**src/design/trace_pkg.sv**
```systemverilog
// constants, types and record layout for the software trace debug port
// assumes a single 125 MHz core clock and a probe on the low pin count link
//
// What this block does
// - a program-counter trace instruction emits one record holding the current program counter.
// - a tag trace instruction emits a record with its 10-bit immediate, with the pc optionally.
// - records go into the internal trace memory and are then sent over the debug link pins.
// - with no probe connected the trace instructions drive nothing on the link pins.
// - on the four-pin link a pc record takes 57 link clocks, a tag-only record 19.
// - on the one-pin link a pc or single-register record takes 57 bits (76 for a register record with pc), a tag-only record 19.
// - the trace buffer absorbs bursts and records are lost once seven of its eight stages are in use.
// - bits 30 and 29 of option word zero pick four-pin (01), one-pin (10) or boundary scan (11).
// - a data-qualified access break acts after the instruction, other access breaks before it.
// - each record takes one buffer stage, and with seven filled an overflow marker goes in the eighth.

package trace_pkg;

	// clock and link timing
	localparam int CLK_NS       = 8;
	localparam int LINK4_KHZ    = 11000;
	localparam int TX4_LONG_NS  = 5182;
	localparam int TX4_SHORT_NS = 1727;
	localparam int TX1_LONG_NS  = 28500;
	localparam int TX1_SHORT_NS = 9500;
	localparam int BIT1_NS      = 500;
	localparam int SYMS_LONG    = (TX4_LONG_NS * LINK4_KHZ + 500000) / 1000000;
	localparam int SYMS_SHORT   = (TX4_SHORT_NS * LINK4_KHZ + 500000) / 1000000;
	localparam int SYMS_1_LONG  = TX1_LONG_NS / BIT1_NS;
	localparam int SYMS_1_SHORT = TX1_SHORT_NS / BIT1_NS;
	localparam int SYMS_1_WIDE  = 76;
	localparam int BIT1_CYC     = (BIT1_NS / CLK_NS < 1) ? 1 : BIT1_NS / CLK_NS;

	// option word zero interface select field
	localparam int          SEL_HI_POS = 30;
	localparam int          SEL_LO_POS = 29;
	localparam logic [1:0]  SEL_FOUR   = 2'h1;
	localparam logic [1:0]  SEL_ONE    = 2'h2;
	localparam logic [1:0]  SEL_SCAN   = 2'h3;
	localparam logic [1:0]  SEL_RESET  = 2'h3;

	// trace buffer
	localparam int          BUF_DEPTH  = 8;
	localparam logic [3:0]  BUF_OVF_AT = 4'h7;
	localparam logic [3:0]  BUF_FULL   = 4'h8;
	localparam int          REC_BITS   = 72;

	typedef enum logic [1:0] {kind_pc, kind_tag, kind_regs, kind_ovf} rec_kind_type;

	// request from the core when a trace instruction executes
	typedef struct packed {
		logic         valid;
		rec_kind_type kind;
		logic         with_pc;
		logic [31:0]  pc;
		logic [9:0]   tag_immediate;
		logic [4:0]   first_dump_reg;
		logic [4:0]   last_dump_reg;
	} trace_req_type;

	// one buffer stage
	typedef struct packed {
		rec_kind_type kind;
		logic         with_pc;
		logic [4:0]   reg_num;
		logic [31:0]  value;
		logic [31:0]  pc;
	} trace_rec_type;

	// break request from the access comparators
	typedef struct packed {
		logic hit;
		logic data_qual;
		logic instr_done;
	} brk_in_type;

endpackage

```
**src/design/trace_fifo.sv**
```systemverilog
// trace buffer: small synchronous fifo with valid and ready on both sides
// assumes one clock and reader and writer in that domain
`timescale 1ns/100ps
`default_nettype none

module trace_fifo #(
	parameter int WIDTH = 72,
	parameter int DEPTH = 8
) (
	input  wire logic                       clk,
	input  wire logic                       nrst,
	input  wire logic                       in_valid,
	output logic                            in_ready,
	input  wire logic [WIDTH-1:0]           in_data,
	output logic                            out_valid,
	input  wire logic                       out_ready,
	output logic [WIDTH-1:0]                out_data,
	output logic [$clog2(DEPTH+1)-1:0]      count
);
	localparam int PW = $clog2(DEPTH);
	localparam int CW = $clog2(DEPTH+1);

	logic [WIDTH-1:0] mem_r [DEPTH];
	logic [PW-1:0]    wr_r, wr_nxt, rd_r, rd_nxt;
	logic [CW-1:0]    cnt_r, cnt_nxt;
	logic             wr_en, rd_en;

	// honest full and empty from the stage count
	assign in_ready  = (cnt_r != CW'(DEPTH));
	assign out_valid = (cnt_r != '0);
	assign out_data  = mem_r[rd_r];
	assign count     = cnt_r;
	assign wr_en     = in_valid & in_ready;
	assign rd_en     = out_valid & out_ready;

	// pointer and count next values
	always_comb begin
		wr_nxt  = wr_en ? PW'(wr_r + 1'b1) : wr_r;
		rd_nxt  = rd_en ? PW'(rd_r + 1'b1) : rd_r;
		cnt_nxt = cnt_r;
		if (wr_en && !rd_en) begin
			cnt_nxt = CW'(cnt_r + 1'b1);
		end else if (rd_en && !wr_en) begin
			cnt_nxt = CW'(cnt_r - 1'b1);
		end
	end

	always_ff @(posedge clk or negedge nrst) begin
		if (!nrst) begin
			wr_r  <= '0;
			rd_r  <= '0;
			cnt_r <= '0;
		end else begin
			wr_r  <= wr_nxt;
			rd_r  <= rd_nxt;
			cnt_r <= cnt_nxt;
		end
	end

	// storage stages, no reset needed
	always_ff @(posedge clk) begin
		if (wr_en) begin
			mem_r[wr_r] <= in_data;
		end
	end

endmodule
`default_nettype wire

```
**src/design/sw_trace_port.sv**
```systemverilog
// software trace debug port: trace records, trace buffer, link serializer, break timing
// assumes core signals on clk; probe pins and link clock arrive asynchronously
`timescale 1ns/100ps
`default_nettype none

module sw_trace_port (
	input  wire logic                     clk,
	input  wire logic                     nrst,
	input  wire trace_pkg::trace_req_type trace_req,
	output logic                          trace_ready_r,
	output logic [4:0]                    reg_rd_idx_r,
	input  wire logic [31:0]              reg_rd_data,
	input  wire logic [31:0]              option_word_zero,
	input  wire logic                     probe_present,
	input  wire logic                     link_clk,
	output logic [3:0]                    lpd_data_r,
	output logic                          lpd_data_oe_r,
	output logic                          lpd_dio_r,
	output logic                          lpd_dio_oe_r,
	output logic                          trace_lost_r,
	input  wire trace_pkg::brk_in_type    brk_in,
	output logic                          break_before_r,
	output logic                          break_after_r
);
	typedef enum logic {st_idle, st_dump} dump_st_type;

	// frame content: header then body, msb first
	function automatic logic [71:0] frame_bits(input trace_pkg::trace_rec_type r);
		logic [7:0] hdr;
		hdr = {r.kind, r.with_pc, r.reg_num};
		case (r.kind)
			trace_pkg::kind_tag:  frame_bits = {hdr, r.value[9:0], r.pc, 22'h0};
			trace_pkg::kind_pc:   frame_bits = {hdr, r.pc, 32'h0};
			trace_pkg::kind_regs: frame_bits = {hdr, r.value, r.pc};
			default:              frame_bits = {hdr, 64'h0};
		endcase
	endfunction

	// symbols per frame for the selected link
	function automatic logic [6:0] frame_len(input trace_pkg::trace_rec_type r, input logic one);
		logic short_f;
		short_f = (r.kind == trace_pkg::kind_ovf) ||
			(r.kind == trace_pkg::kind_tag && !r.with_pc);
		if (short_f) begin
			frame_len = one ? 7'(trace_pkg::SYMS_1_SHORT) : 7'(trace_pkg::SYMS_SHORT);
		end else if (one && r.kind == trace_pkg::kind_regs && r.with_pc) begin
			frame_len = 7'(trace_pkg::SYMS_1_WIDE);
		end else begin
			frame_len = one ? 7'(trace_pkg::SYMS_1_LONG) : 7'(trace_pkg::SYMS_LONG);
		end
	endfunction

	// pin synchronisers and edge finder
	logic [1:0] probe_sync_r, probe_sync_nxt;
	logic [2:0] lclk_sync_r, lclk_sync_nxt;
	logic       lclk_rise;
	always_comb begin
		probe_sync_nxt = {probe_sync_r[0], probe_present};
		lclk_sync_nxt  = {lclk_sync_r[1:0], link_clk};
	end
	always_ff @(posedge clk or negedge nrst) begin
		if (!nrst) begin
			probe_sync_r <= 2'h0;
			lclk_sync_r  <= 3'h0;
		end else begin
			probe_sync_r <= probe_sync_nxt;
			lclk_sync_r  <= lclk_sync_nxt;
		end
	end
	assign lclk_rise = lclk_sync_r[1] & ~lclk_sync_r[2];

	// interface select caught once after reset release, later writes ignored
	logic [1:0] sel_r, sel_nxt;
	logic       sel_done_r, sel_done_nxt;
	logic       link_on, one_pin;
	always_comb begin
		sel_nxt      = sel_r;
		sel_done_nxt = 1'b1;
		if (!sel_done_r) begin
			sel_nxt = option_word_zero[trace_pkg::SEL_HI_POS:trace_pkg::SEL_LO_POS];
		end
	end
	always_ff @(posedge clk or negedge nrst) begin
		if (!nrst) begin
			sel_r      <= trace_pkg::SEL_RESET;
			sel_done_r <= 1'b0;
		end else begin
			sel_r      <= sel_nxt;
			sel_done_r <= sel_done_nxt;
		end
	end
	// link live only with a probe and an lpd selection
	assign link_on = probe_sync_r[1] && sel_done_r &&
		(sel_r == trace_pkg::SEL_FOUR || sel_r == trace_pkg::SEL_ONE);
	assign one_pin = (sel_r == trace_pkg::SEL_ONE);

	// trace buffer
	logic                     push_r, push_nxt;
	trace_pkg::trace_rec_type push_rec_r, push_rec_nxt;
	logic                     buf_in_ready, buf_out_valid, buf_pop;
	logic [71:0]              buf_out_raw;
	trace_pkg::trace_rec_type buf_out;
	logic [3:0]               buf_count;
	trace_fifo #(
		.WIDTH (trace_pkg::REC_BITS),
		.DEPTH (trace_pkg::BUF_DEPTH)
	) u_buf (
		.clk       (clk),
		.nrst      (nrst),
		.in_valid  (push_r),
		.in_ready  (buf_in_ready),
		.in_data   (push_rec_r),
		.out_valid (buf_out_valid),
		.out_ready (buf_pop),
		.out_data  (buf_out_raw),
		.count     (buf_count)
	);
	assign buf_out = buf_out_raw;

	// record builder and register dump sequencer
	dump_st_type              st_r, st_nxt;
	logic [4:0]               last_r, last_nxt, idx_nxt;
	logic                     dpc_r, dpc_nxt;
	logic [31:0]              dpc_val_r, dpc_val_nxt;
	logic                     ready_nxt, lost_nxt;
	logic [3:0]               fill;
	trace_pkg::trace_rec_type cand;
	logic                     cand_ok;
	always_comb begin
		st_nxt    = st_r;
		last_nxt  = last_r;
		idx_nxt   = reg_rd_idx_r;
		dpc_nxt   = dpc_r;
		dpc_val_nxt = dpc_val_r;
		cand      = '0;
		cand_ok   = 1'b0;
		case (st_r)
			st_idle: begin
				if (trace_req.valid && trace_ready_r) begin
					cand.kind    = trace_req.kind;
					cand.with_pc = trace_req.with_pc || trace_req.kind == trace_pkg::kind_pc;
					cand.pc      = trace_req.pc;
					cand.value   = {22'h0, trace_req.tag_immediate};
					cand_ok      = (trace_req.kind != trace_pkg::kind_regs);
					if (trace_req.kind == trace_pkg::kind_regs) begin
						st_nxt      = st_dump;
						idx_nxt     = trace_req.first_dump_reg;
						last_nxt    = trace_req.last_dump_reg;
						dpc_nxt     = trace_req.with_pc;
						dpc_val_nxt = trace_req.pc;
					end
				end
			end
			st_dump: begin
				cand.kind    = trace_pkg::kind_regs;
				cand.with_pc = dpc_r;
				cand.pc      = dpc_r ? dpc_val_r : 32'h0;
				cand.reg_num = reg_rd_idx_r;
				cand.value   = reg_rd_data;
				cand_ok      = 1'b1;
				if (reg_rd_idx_r >= last_r) begin
					st_nxt = st_idle;
				end else begin
					idx_nxt = 5'(reg_rd_idx_r + 1'b1);
				end
			end
			default: st_nxt = st_idle;
		endcase
		ready_nxt = (st_nxt == st_idle);
		// stages in use including the write still in flight
		fill      = buf_count + {3'h0, push_r};
		push_nxt  = 1'b0;
		push_rec_nxt = cand;
		lost_nxt  = 1'b0;
		if (cand_ok && link_on) begin
			if (fill < trace_pkg::BUF_OVF_AT) begin
				push_nxt = 1'b1;
			end else if (fill == trace_pkg::BUF_OVF_AT) begin
				push_nxt          = 1'b1;
				push_rec_nxt      = '0;
				push_rec_nxt.kind = trace_pkg::kind_ovf;
				lost_nxt          = 1'b1;
			end else begin
				lost_nxt = 1'b1;
			end
		end
	end
	always_ff @(posedge clk or negedge nrst) begin
		if (!nrst) begin
			st_r          <= st_idle;
			last_r        <= 5'h0;
			reg_rd_idx_r  <= 5'h0;
			dpc_r         <= 1'b0;
			dpc_val_r     <= 32'h0;
			trace_ready_r <= 1'b1;
			push_r        <= 1'b0;
			push_rec_r    <= '0;
			trace_lost_r  <= 1'b0;
		end else begin
			st_r          <= st_nxt;
			last_r        <= last_nxt;
			reg_rd_idx_r  <= idx_nxt;
			dpc_r         <= dpc_nxt;
			dpc_val_r     <= dpc_val_nxt;
			trace_ready_r <= ready_nxt;
			push_r        <= push_nxt;
			push_rec_r    <= push_rec_nxt;
			trace_lost_r  <= lost_nxt;
		end
	end

	// link serializer: nibbles on link clock edges or bits on the bit timer
	logic        busy_r, busy_nxt;
	logic [71:0] sh_r, sh_nxt;
	logic [6:0]  left_r, left_nxt;
	logic [5:0]  btmr_r, btmr_nxt;
	logic [3:0]  data_nxt;
	logic        data_oe_nxt, dio_nxt, dio_oe_nxt, tick;
	assign tick    = one_pin ? (btmr_r == 6'h0) : lclk_rise;
	assign buf_pop = !busy_r && buf_out_valid && link_on;
	always_comb begin
		busy_nxt    = busy_r;
		sh_nxt      = sh_r;
		left_nxt    = left_r;
		btmr_nxt    = (btmr_r == 6'h0) ? 6'(trace_pkg::BIT1_CYC - 1) : 6'(btmr_r - 1'b1);
		data_nxt    = lpd_data_r;
		data_oe_nxt = lpd_data_oe_r;
		dio_nxt     = lpd_dio_r;
		dio_oe_nxt  = lpd_dio_oe_r;
		if (!link_on) begin
			busy_nxt    = 1'b0;
			data_oe_nxt = 1'b0;
			dio_oe_nxt  = 1'b0;
			data_nxt    = 4'h0;
			dio_nxt     = 1'b0;
		end else if (buf_pop) begin
			busy_nxt = 1'b1;
			sh_nxt   = frame_bits(buf_out);
			left_nxt = frame_len(buf_out, one_pin);
			btmr_nxt = 6'h0;
		end else if (busy_r && tick) begin
			if (left_r == 7'h0) begin
				busy_nxt    = 1'b0;
				data_oe_nxt = 1'b0;
				dio_oe_nxt  = 1'b0;
				data_nxt    = 4'h0;
				dio_nxt     = 1'b0;
			end else if (one_pin) begin
				dio_nxt    = sh_r[71];
				dio_oe_nxt = 1'b1;
				sh_nxt     = {sh_r[70:0], 1'b0};
				left_nxt   = 7'(left_r - 1'b1);
			end else begin
				data_nxt    = sh_r[71:68];
				data_oe_nxt = 1'b1;
				sh_nxt      = {sh_r[67:0], 4'h0};
				left_nxt    = 7'(left_r - 1'b1);
			end
		end
	end
	always_ff @(posedge clk or negedge nrst) begin
		if (!nrst) begin
			busy_r        <= 1'b0;
			sh_r          <= 72'h0;
			left_r        <= 7'h0;
			btmr_r        <= 6'h0;
			lpd_data_r    <= 4'h0;
			lpd_data_oe_r <= 1'b0;
			lpd_dio_r     <= 1'b0;
			lpd_dio_oe_r  <= 1'b0;
		end else begin
			busy_r        <= busy_nxt;
			sh_r          <= sh_nxt;
			left_r        <= left_nxt;
			btmr_r        <= btmr_nxt;
			lpd_data_r    <= data_nxt;
			lpd_data_oe_r <= data_oe_nxt;
			lpd_dio_r     <= dio_nxt;
			lpd_dio_oe_r  <= dio_oe_nxt;
		end
	end

	// access break timing: data-qualified waits for the instruction to finish
	logic pend_r, pend_nxt, before_nxt, after_nxt, qual_hit;
	always_comb begin
		qual_hit   = brk_in.hit && brk_in.data_qual;
		before_nxt = brk_in.hit && !brk_in.data_qual;
		after_nxt  = (pend_r || qual_hit) && brk_in.instr_done;
		pend_nxt   = (pend_r || qual_hit) && !brk_in.instr_done;
	end
	always_ff @(posedge clk or negedge nrst) begin
		if (!nrst) begin
			pend_r         <= 1'b0;
			break_before_r <= 1'b0;
			break_after_r  <= 1'b0;
		end else begin
			pend_r         <= pend_nxt;
			break_before_r <= before_nxt;
			break_after_r  <= after_nxt;
		end
	end
endmodule
`default_nettype wire

```
**config.mk**
```make
export PLATFORM = sky130hd
export DESIGN_NAME = sw_trace_port
export DESIGN_NICKNAME = d
export VERILOG_FILES = /design/src/design/trace_pkg.sv /design/src/design/trace_fifo.sv /design/src/design/sw_trace_port.sv
export SDC_FILE = /design/constraint.sdc
export NUM_CORES = 1
export LEC_CHECK = 0
export ABC_AREA = 1
export BUFFER_PORTS_ARGS = -buffer_cell sky130_fd_sc_hd__buf_2
export CORE_MARGIN = 1.5
export CORE_UTILIZATION = 43
export DETAILED_ROUTE_END_ITERATION = 12
export GPL_TIMING_DRIVEN = 0
export HOLD_SLACK_MARGIN = 0.05
export PLACE_DENSITY = 0.67
export REMOVE_ABC_BUFFERS = 1
export SLEW_MARGIN = 20
export SYNTH_ARGS = -nofsm -noshare
export SYNTH_HDL_FRONTEND = slang
export SYNTH_SLANG_ARGS = --single-unit
```
**constraint.sdc**
```tcl
create_clock -name clk -period 8.4 [get_ports clk]
set_input_delay 0.84 -clock clk [delete_from_list [all_inputs] [get_ports clk]]
set_output_delay 0.84 -clock clk [all_outputs]
set_load 0.02 [all_outputs]
```
==> metrics.md, run 1 <==
| Metric | Value |
|---|---|
| Maximum VDD drop | `240 uV` |
| Cell variety after synth | `45` |
| Crit path DAT | `4650 ps` |
| Period minus WS final | `4200 ps` |
| Via count | `23.9k` |
| Max Cap Violations | `0` |
| Worst Setup End Kind | `register` |
| First-pass GRT wire length | `132 mm` |
| Ys Warns | `0` |
| Post-cts resize count | `0` |
| Crit-path slowest cell | `dfrtp_1` |
| Inst Count DP | `4392` |
| Initial drt markers | `2313` |
| Buf/Inv on CP | `4` |
| CTS tree | `done` |
| Vias/cell | `5.25` |
| Area Growth Syn to Fin | `14.5%` |
| Setup violators final | `0` |
| Slew @ Worst Pin | `1050 ps` |
| Unrepaired setup endpoints after global routing | `false` |
| Total CTS buffers | `82` |
| DRT Pass-1 Iters | `5` |
| Leakage | `16.6 nW` |
| Tcrit/Tclk final | `50.0%` |
| H-Tree Depth | `3` |
| CP required | `8850 ps` |
| Critical R2R Launch | `st_r` |
| Synth Flop Type | `edfxtp_1` |
| Crit path launch type | `register` |
| Highest Clock Rate | `238 MHz` |
| Area of the die | `0.0830 sq mm` |
| Simple-Gate Fraction of Synth Area | `20.9%` |
| Top cells by count, synth | `975 x nand2_1, 576 x edfxtp_1, 506 x nand3_1, 250 x inv_1, 230 x dfrtp_1` |
| Post-synthesis sequential area ratio | `66.1%` |
| Grt ovf | `0` |
| Final std cells w/o fill | `4544` |
| Core footprint | `0.0805 sq mm` |
| Worst skew pair latency | `630 ps` |
| Max-slew violation count | `0` |
| Initial antenna violation count | `0` |
| Fill cell count | `6933` |
| Avg Cell Area, Syn | `10.4 sq um` |
| Min-Delay Startpoint | `probe_present` |
| Worst Skew | `26.5 ps` |
| Synth top area share | `49.5%` |
| Yosys reg bits | `809` |
| FP Rows | `104` |
| Final HPWL DP | `51.2 mm` |
| GPL Wtd Cong | `0.846` |
| Longest Clk Path Bufs | `3` |
| Slew HR | `29.8%` |
| Largest family of logic cells by synthesized area | `simple AND/OR/NAND/NOR gates` |
| Post-synth EDFFs | `576` |
| Pwr dens | `337 mW/mm^2` |
| Worst R2R Setup Slack | `4200 ps` |
| Post-CTS Setup Bufs | `0` |
| Crit. Startpoint | `st_r` |
| CP peak stage delay | `960 ps` |
| Die Span Y | `288 um` |
| Routed wire length | `84.4 mm` |
| Post-DRT Antenna Nets | `0` |
| Initial Utilization | `43.4%` |
| Mapped Area | `0.0350 sq mm` |
| Clock sink count | `809` |
| Die Width | `288 um` |
| Hold Worst Slack | `324 ps` |
| Clock Pin Slew Worst Setup and Hold Paths | `60 ps` |
| Avg WL per Cell | `18.6 um` |
| Layout Nets | `3563` |
| HP Class | `in -> reg` |
| I/O Pins | `143` |
| Post-route cell area | `0.0400 sq mm` |
| Status | `finished clean` |
| Number of global-route vias before repair | `23.1k` |
| Hold Violations, Final | `0` |
| Layout cells sized above 1 | `11.0%` |
| Util after Layout | `49.7%` |
| Most frequent cell after synthesis | `nand2_1` |
| Leading area contributor after synthesis | `edfxtp_1` |
| Mux cell area share after synthesis | `1.15%` |
| I/O Buffers | `112` |
| FFs w/ async S/R, synth | `28.8%` |
| Antenna diode count | `0` |
| DP Area | `0.0373 sq mm` |
| Post-Synthesis Cells | `3364` |
| DR DRC count | `0` |
| Top delay family on crit path | `simple AND/OR/NAND/NOR gates` |
| Adder-Cell Fraction of Synth Area | `0.701%` |
| CTS Root Cell | `clkbuf_16` |
| Critical path peak fanout | `27` |
| Synth area leaders | `edfxtp_1 49%, dfrtp_1 16%, nand2_1 10%, nand3_1 7.2%, inv_1 2.7%` |
| Compound-Gate Fraction of Synth Area | `4.86%` |
| Critical Path Most Common Cell | `inv_2` |
| Largest net degree at the start of global routing | `198` |
| CP Cell Sequence | `inv_2 -> o21ai_1 -> nand2_1 -> nor3_4 -> buf_16 -> buf_8 -> inv_2 -> nand2_2 -> nor2_1` |
| Total GRT Usage | `20.5%` |
| Critical path class | `reg -> reg` |
| Xor-xnor portion of the synthesized cell area | `0.250%` |
[repair_timing]
item,CTS,global route
hold endpoints to repair,18,0
setup endpoints to repair,0,0
hold buffers,1,0
[cell families after synthesis]
group	Yosys count
other	1
buffers and inverters	457
and+or+nand+nor	1741
muxes	36
DFF	809
AOI/OAI and AO/OA	291
adders and majority gates	19
xor gates and xnor gates	10
[layout make-up]
| cell class | count | area, sq um | area share [%] |
|---|---|---|---|
| Clock inverter | 38 | 425 | 1.06 |
| Clock buffer | 113 | 2310 | 5.77 |
| Sequential cell | 809 | 23100 | 57.8 |
| Timing Repair Buffer | 170 | 1980 | 4.95 |
| Multi-Input combinational cell | 2098 | 9860 | 24.6 |
| Tap cell | 1060 | 1330 | 3.31 |
| Inverter | 256 | 995 | 2.48 |
[worst paths after layout]
check | end | cells after the start
max | push_rec_r[51] | 9
min | probe_sync_r[0] | 1
max reg2reg | push_rec_r[51] | 9
min reg2reg | probe_sync_r[1] | 0
max in group asynchronous | u_buf.rd_r[2] | 4
min in group asynchronous | dpc_val_r[0] | 2
[sequential cells by signal, summed over array words and instances, names as in the netlist, 4 cells and up]
signal / cells
btmr_r: 6
dpc_val_r: 32
last_r: 5
left_r: 7
lpd_data_r: 4
push_rec_r: 72
reg_rd_idx_r: 5
sh_r: 72
u_buf.count: 4
u_buf.mem_r: 576
[cell usage in the layout, fill, tap and decap left out, types with 4 or more instances in the layout]
cell	instances
nand3_1	506
a22oi_1	38
nor2_4	10
mux2_2	34
nand2_1	972
xor2_1	7
clkinv_2	12
nor2_1	215
clkbuf_1	20
o211ai_1	28
edfxtp_1	576
inv_2	4
clkbuf_16	85
nand2_4	5
o21ai_0	64
o221ai_1	4
or2_2	18
buf_2	111
clkbuf_8	8
buf_12	19
a21oi_1	93
o21ai_1	25
ha_1	17
dfrtp_1	227
buf_16	36
a31oi_1	28
nor2_2	4
inv_6	4
clkinv_1	10
inv_1	247
bufinv_16	9
[per-layer routing]
layer	track usage, %	vias to the layer above	wire [um]
met5	0	-	0
met1	27.3	11600	35700
met4	6.27	0	1900
li1	-	11400	-
met2	34.9	727	41800
met3	2.83	123	5030
[power breakdown]
part | total [mW] | switching (mW) | internal [mW]
clock network | 3.70 | 1.50 | 2.20
registers | 5.50 | 0.544 | 4.95
logic | 4.31 | 2.95 | 1.36
[per-stage QoR]
step / total power, mW / worst slack [ps] / TNS [ps]
6_report: 13.5 / 4200 / 0
3_3_place_gp: 9.94 / -8290 / -593500
4_1_cts: 13.6 / 4040 / 0
3_5_place_dp: 9.85 / 4050 / 0
2_1_floorplan: 8.29 / -849 / -25250
5_1_grt: 14.3 / 3990 / 0
Power figures use the tool's default switching activity.
==> inputs of run 2 (changes only) <==
--- a/config.mk
+++ b/config.mk
@@ -12,7 +12,7 @@
 export DETAILED_ROUTE_END_ITERATION = 12
 export GPL_TIMING_DRIVEN = 0
 export HOLD_SLACK_MARGIN = 0.05
-export PLACE_DENSITY = 0.67
+export PLACE_DENSITY = 0.69
 export REMOVE_ABC_BUFFERS = 1
 export SLEW_MARGIN = 20
 export SYNTH_ARGS = -nofsm -noshare
==> constraint.sdc (replaced) <==
create_clock -name clk -period 3.4 [get_ports clk]
set_input_delay 0.34 -clock clk [delete_from_list [all_inputs] [get_ports clk]]
set_output_delay 0.34 -clock clk [all_outputs]
set_load 0.02 [all_outputs]
==> run 2 against run 1 <==
Net effect: largest cell class unchanged; die area did not move; critical path type unchanged; critical path depth unchanged; hold slack worse by 150 ps; worst setup slack got worse by 4100 ps; core utilization is 1.3 points higher; register-to-register slack got worse by 4100 ps.
==> metrics.md, run 2 (synthesized netlist as in run 1, its figures left out) <==
| Metric | Value |
|---|---|
| Metal2 WL | `42.0 mm (was 41.8 mm)` |
| Crit path launch type | `register (unchanged)` |
| Antenna diode count | `0 (unchanged)` |
| Highest Clock Rate | `305 MHz (was 238 MHz)` |
| Most frequent cells in the layout | `972 x nand2_1, 576 x edfxtp_1, 506 x nand3_1, 247 x inv_1, 226 x dfrtp_1 (was 972 x nand2_1, 576 x edfxtp_1, 506 x nand3_1, 247 x inv_1, 227 x dfrtp_1)` |
| First-pass GRT wire length | `133 mm (was 132 mm)` |
| CTS tree | `done (unchanged)` |
| Area Growth Syn to Fin | `17.5% (was 14.5%)` |
| Number of global-route vias before repair | `23.5k (was 23.1k)` |
| FP Rows | `104 (unchanged)` |
| Worst-case reg-to-reg path depth | `9 (unchanged)` |
| I/O Pins | `143 (unchanged)` |
| DRT Pass-1 Iters | `6 (was 5)` |
| Area of the multi-input gates | `0.00990 sq mm (was 0.00986 sq mm)` |
| Core footprint | `0.0805 sq mm (unchanged)` |
| CTS Root Cell | `clkbuf_16 (unchanged)` |
| Critical path class | `reg -> reg (unchanged)` |
| Highest routed layer | `met4 (unchanged)` |
| Pwr Total | `33.6 mW (was 13.5 mW)` |
| Max reg flops | `576 (unchanged)` |
| Hold Path End | `push_rec_r[71] (was probe_sync_r[0])` |
| Slew HR | `44.6% (was 29.8%)` |
| Die Width | `288 um (unchanged)` |
| Initial antenna violation count | `0 (unchanged)` |
| Largest net degree at the start of global routing | `97 (was 198)` |
| Worst R2R Setup Slack | `120 ps (was 4200 ps)` |
| Fill cell count | `6812 (was 6933)` |
| Slew @ Worst Pin | `829 ps (was 1050 ps)` |
| Critical path peak fanout | `27 (unchanged)` |
| Hold Crit Depth | `3 (was 1)` |
| Max Cap Violations | `0 (unchanged)` |
| GPL Wtd Cong | `0.852 (was 0.846)` |
| Biggest register | `u_buf.mem_r (unchanged)` |
| HP Class | `in -> reg (unchanged)` |
| Unrepaired setup endpoints after global routing | `false (unchanged)` |
| Grt ovf | `0 (unchanged)` |
| Worst skew pair latency | `630 ps (about the same)` |
| FF+latch area | `0.0231 sq mm (about the same)` |
| Pre-CTS setup slack | `-997 ps (was 4050 ps)` |
| Critical R2R Launch | `st_r (unchanged)` |
| Worst Skew | `22.0 ps (was 26.5 ps)` |
| Inst Count DP | `4391 (was 4392)` |
| Final std cells w/o fill | `4641 (was 4544)` |
| Via count | `24.4k (was 23.9k)` |
| M1 WL | `36.2 mm (was 35.7 mm)` |
| Final HPWL DP | `51.6 mm (was 51.2 mm)` |
| I/O Buffers | `112 (unchanged)` |
| Post-DRT Antenna Nets | `0 (unchanged)` |
| H-Tree Depth | `3 (unchanged)` |
| Layout Nets | `3661 (was 3563)` |
| Clock Pin Slew Worst Setup and Hold Paths | `60 ps (about the same)` |
| Min-Delay Startpoint | `trace_req[55] (was probe_present)` |
| DP Area | `0.0373 sq mm (unchanged)` |
| Vias/cell | `5.26 (was 5.25)` |
| Crit path DAT | `3750 ps (was 4650 ps)` |
| Leakage | `17.0 nW (was 16.6 nW)` |
| Area of the die | `0.0830 sq mm (unchanged)` |
| Status | `finished clean (unchanged)` |
| Layout cells sized above 1 | `10.9% (was 11.0%)` |
| Avg WL per Cell | `18.5 um (was 18.6 um)` |
| Max-slew violation count | `0 (unchanged)` |
| CP required | `3880 ps (was 8850 ps)` |
| Clock sink count | `809 (unchanged)` |
| Setup WS post-layout | `124 ps (was 4200 ps)` |
| Worst Setup End Kind | `register (unchanged)` |
| Largest regs | `u_buf.mem_r: 576 flops, push_rec_r: 72 flops, sh_r: 72 flops (unchanged)` |
| Period minus WS final | `3280 ps (was 4200 ps)` |
| Met3 WL post-DR | `5.06 mm (was 5.03 mm)` |
| Setup violators final | `0 (unchanged)` |
| RR Endpoint | `push_rec_r[59] (was push_rec_r[51])` |
| Total GRT Usage | `20.7% (was 20.5%)` |
| Routed wire length | `86.1 mm (was 84.4 mm)` |
| Die Span Y | `288 um (unchanged)` |
| Hold Violations, Final | `0 (unchanged)` |
| Tcrit/Tclk final | `96.3% (was 50.0%)` |
| Longest Clk Path Bufs | `3 (unchanged)` |
| Total CTS buffers | `81 (was 82)` |
| Maximum VDD drop | `636 uV (was 240 uV)` |
| Post-route cell area | `0.0411 sq mm (was 0.0400 sq mm)` |
| Setup TNS | `0 ps (unchanged)` |
| Most common cell after layout, fill and taps aside | `nand2_1 (unchanged)` |
| Initial Utilization | `43.4% (unchanged)` |
| Initial drt markers | `2010 (was 2313)` |
| Pwr dens | `818 mW/mm^2 (was 337 mW/mm^2)` |
| DR DRC count | `0 (unchanged)` |
run 2: worst max-delay path, cell delays in order (launching register included):
cell	delay, ps
dfrtp_2	740
inv_2	190
o21ai_1	460
nand2_1	270
nor3_4	330
buf_16	180
buf_8	180
inv_2	230
nand2_8	330
nor2_1	140
run 2: area by class of cell:
class	instances	area share, %
flip-flops and latches	809	56.3
multi-input cells	2098	24.1
repair buffers	268	7.32
clock buffers	113	5.50
well taps	1060	3.23
inverters	256	2.43
clock inverters	36	1.05
repair inverters	1	0.0213
run 2: through the flow:
| step | utilization, % | hold WS, ps |
|---|---|---|
| 2_1_floorplan | - | 44.4 |
| 3_3_place_gp | 44.4 | 337 |
| 3_5_place_dp | 46.3 | 324 |
| 4_1_cts | 51.0 | 141 |
| 5_1_grt | 51.0 | 184 |
| 6_report | 51.0 | 173 |
run 2: repair_timing:
item / in CTS / in global routing
hold buffers: 97 / 0
pin swaps: 1 / 2
gates cloned: 2 / 1
hold endpoints to repair: 173 / 0
setup endpoints to repair: 109 / 27
gates resized for setup: 6 / 2
setup buffers: 2 / 0
run 2: how the worst max path moves through the flow:
stage | from | endpoint | slack (ps) | cells after the start
after floorplan | u_buf.rd_r[0] | left_r[0] | -5850 | 9
after global placement | u_buf.rd_r[0] | left_r[0] | -13040 | 9
after detailed placement | st_r | push_rec_r[59] | -1000 | 9
after CTS | st_r | push_rec_r[59] | 90 | 9
after global routing | st_r | push_rec_r[59] | 10 | 9
final | st_r | push_rec_r[59] | 120 | 9
run 2: power breakdown:
part | switching, mW | internal [mW]
logic | 7.49 | 3.50
registers | 1.33 | 12.2
clock network | 3.68 | 5.35
run 2: per-layer routing:
layer | global-route usage, % | vias up
met5 | 0 | -
met4 | 8.18 | 0
met3 | 2.77 | 175
met2 | 35.0 | 809
met1 | 27.2 | 11800
li1 | - | 11600
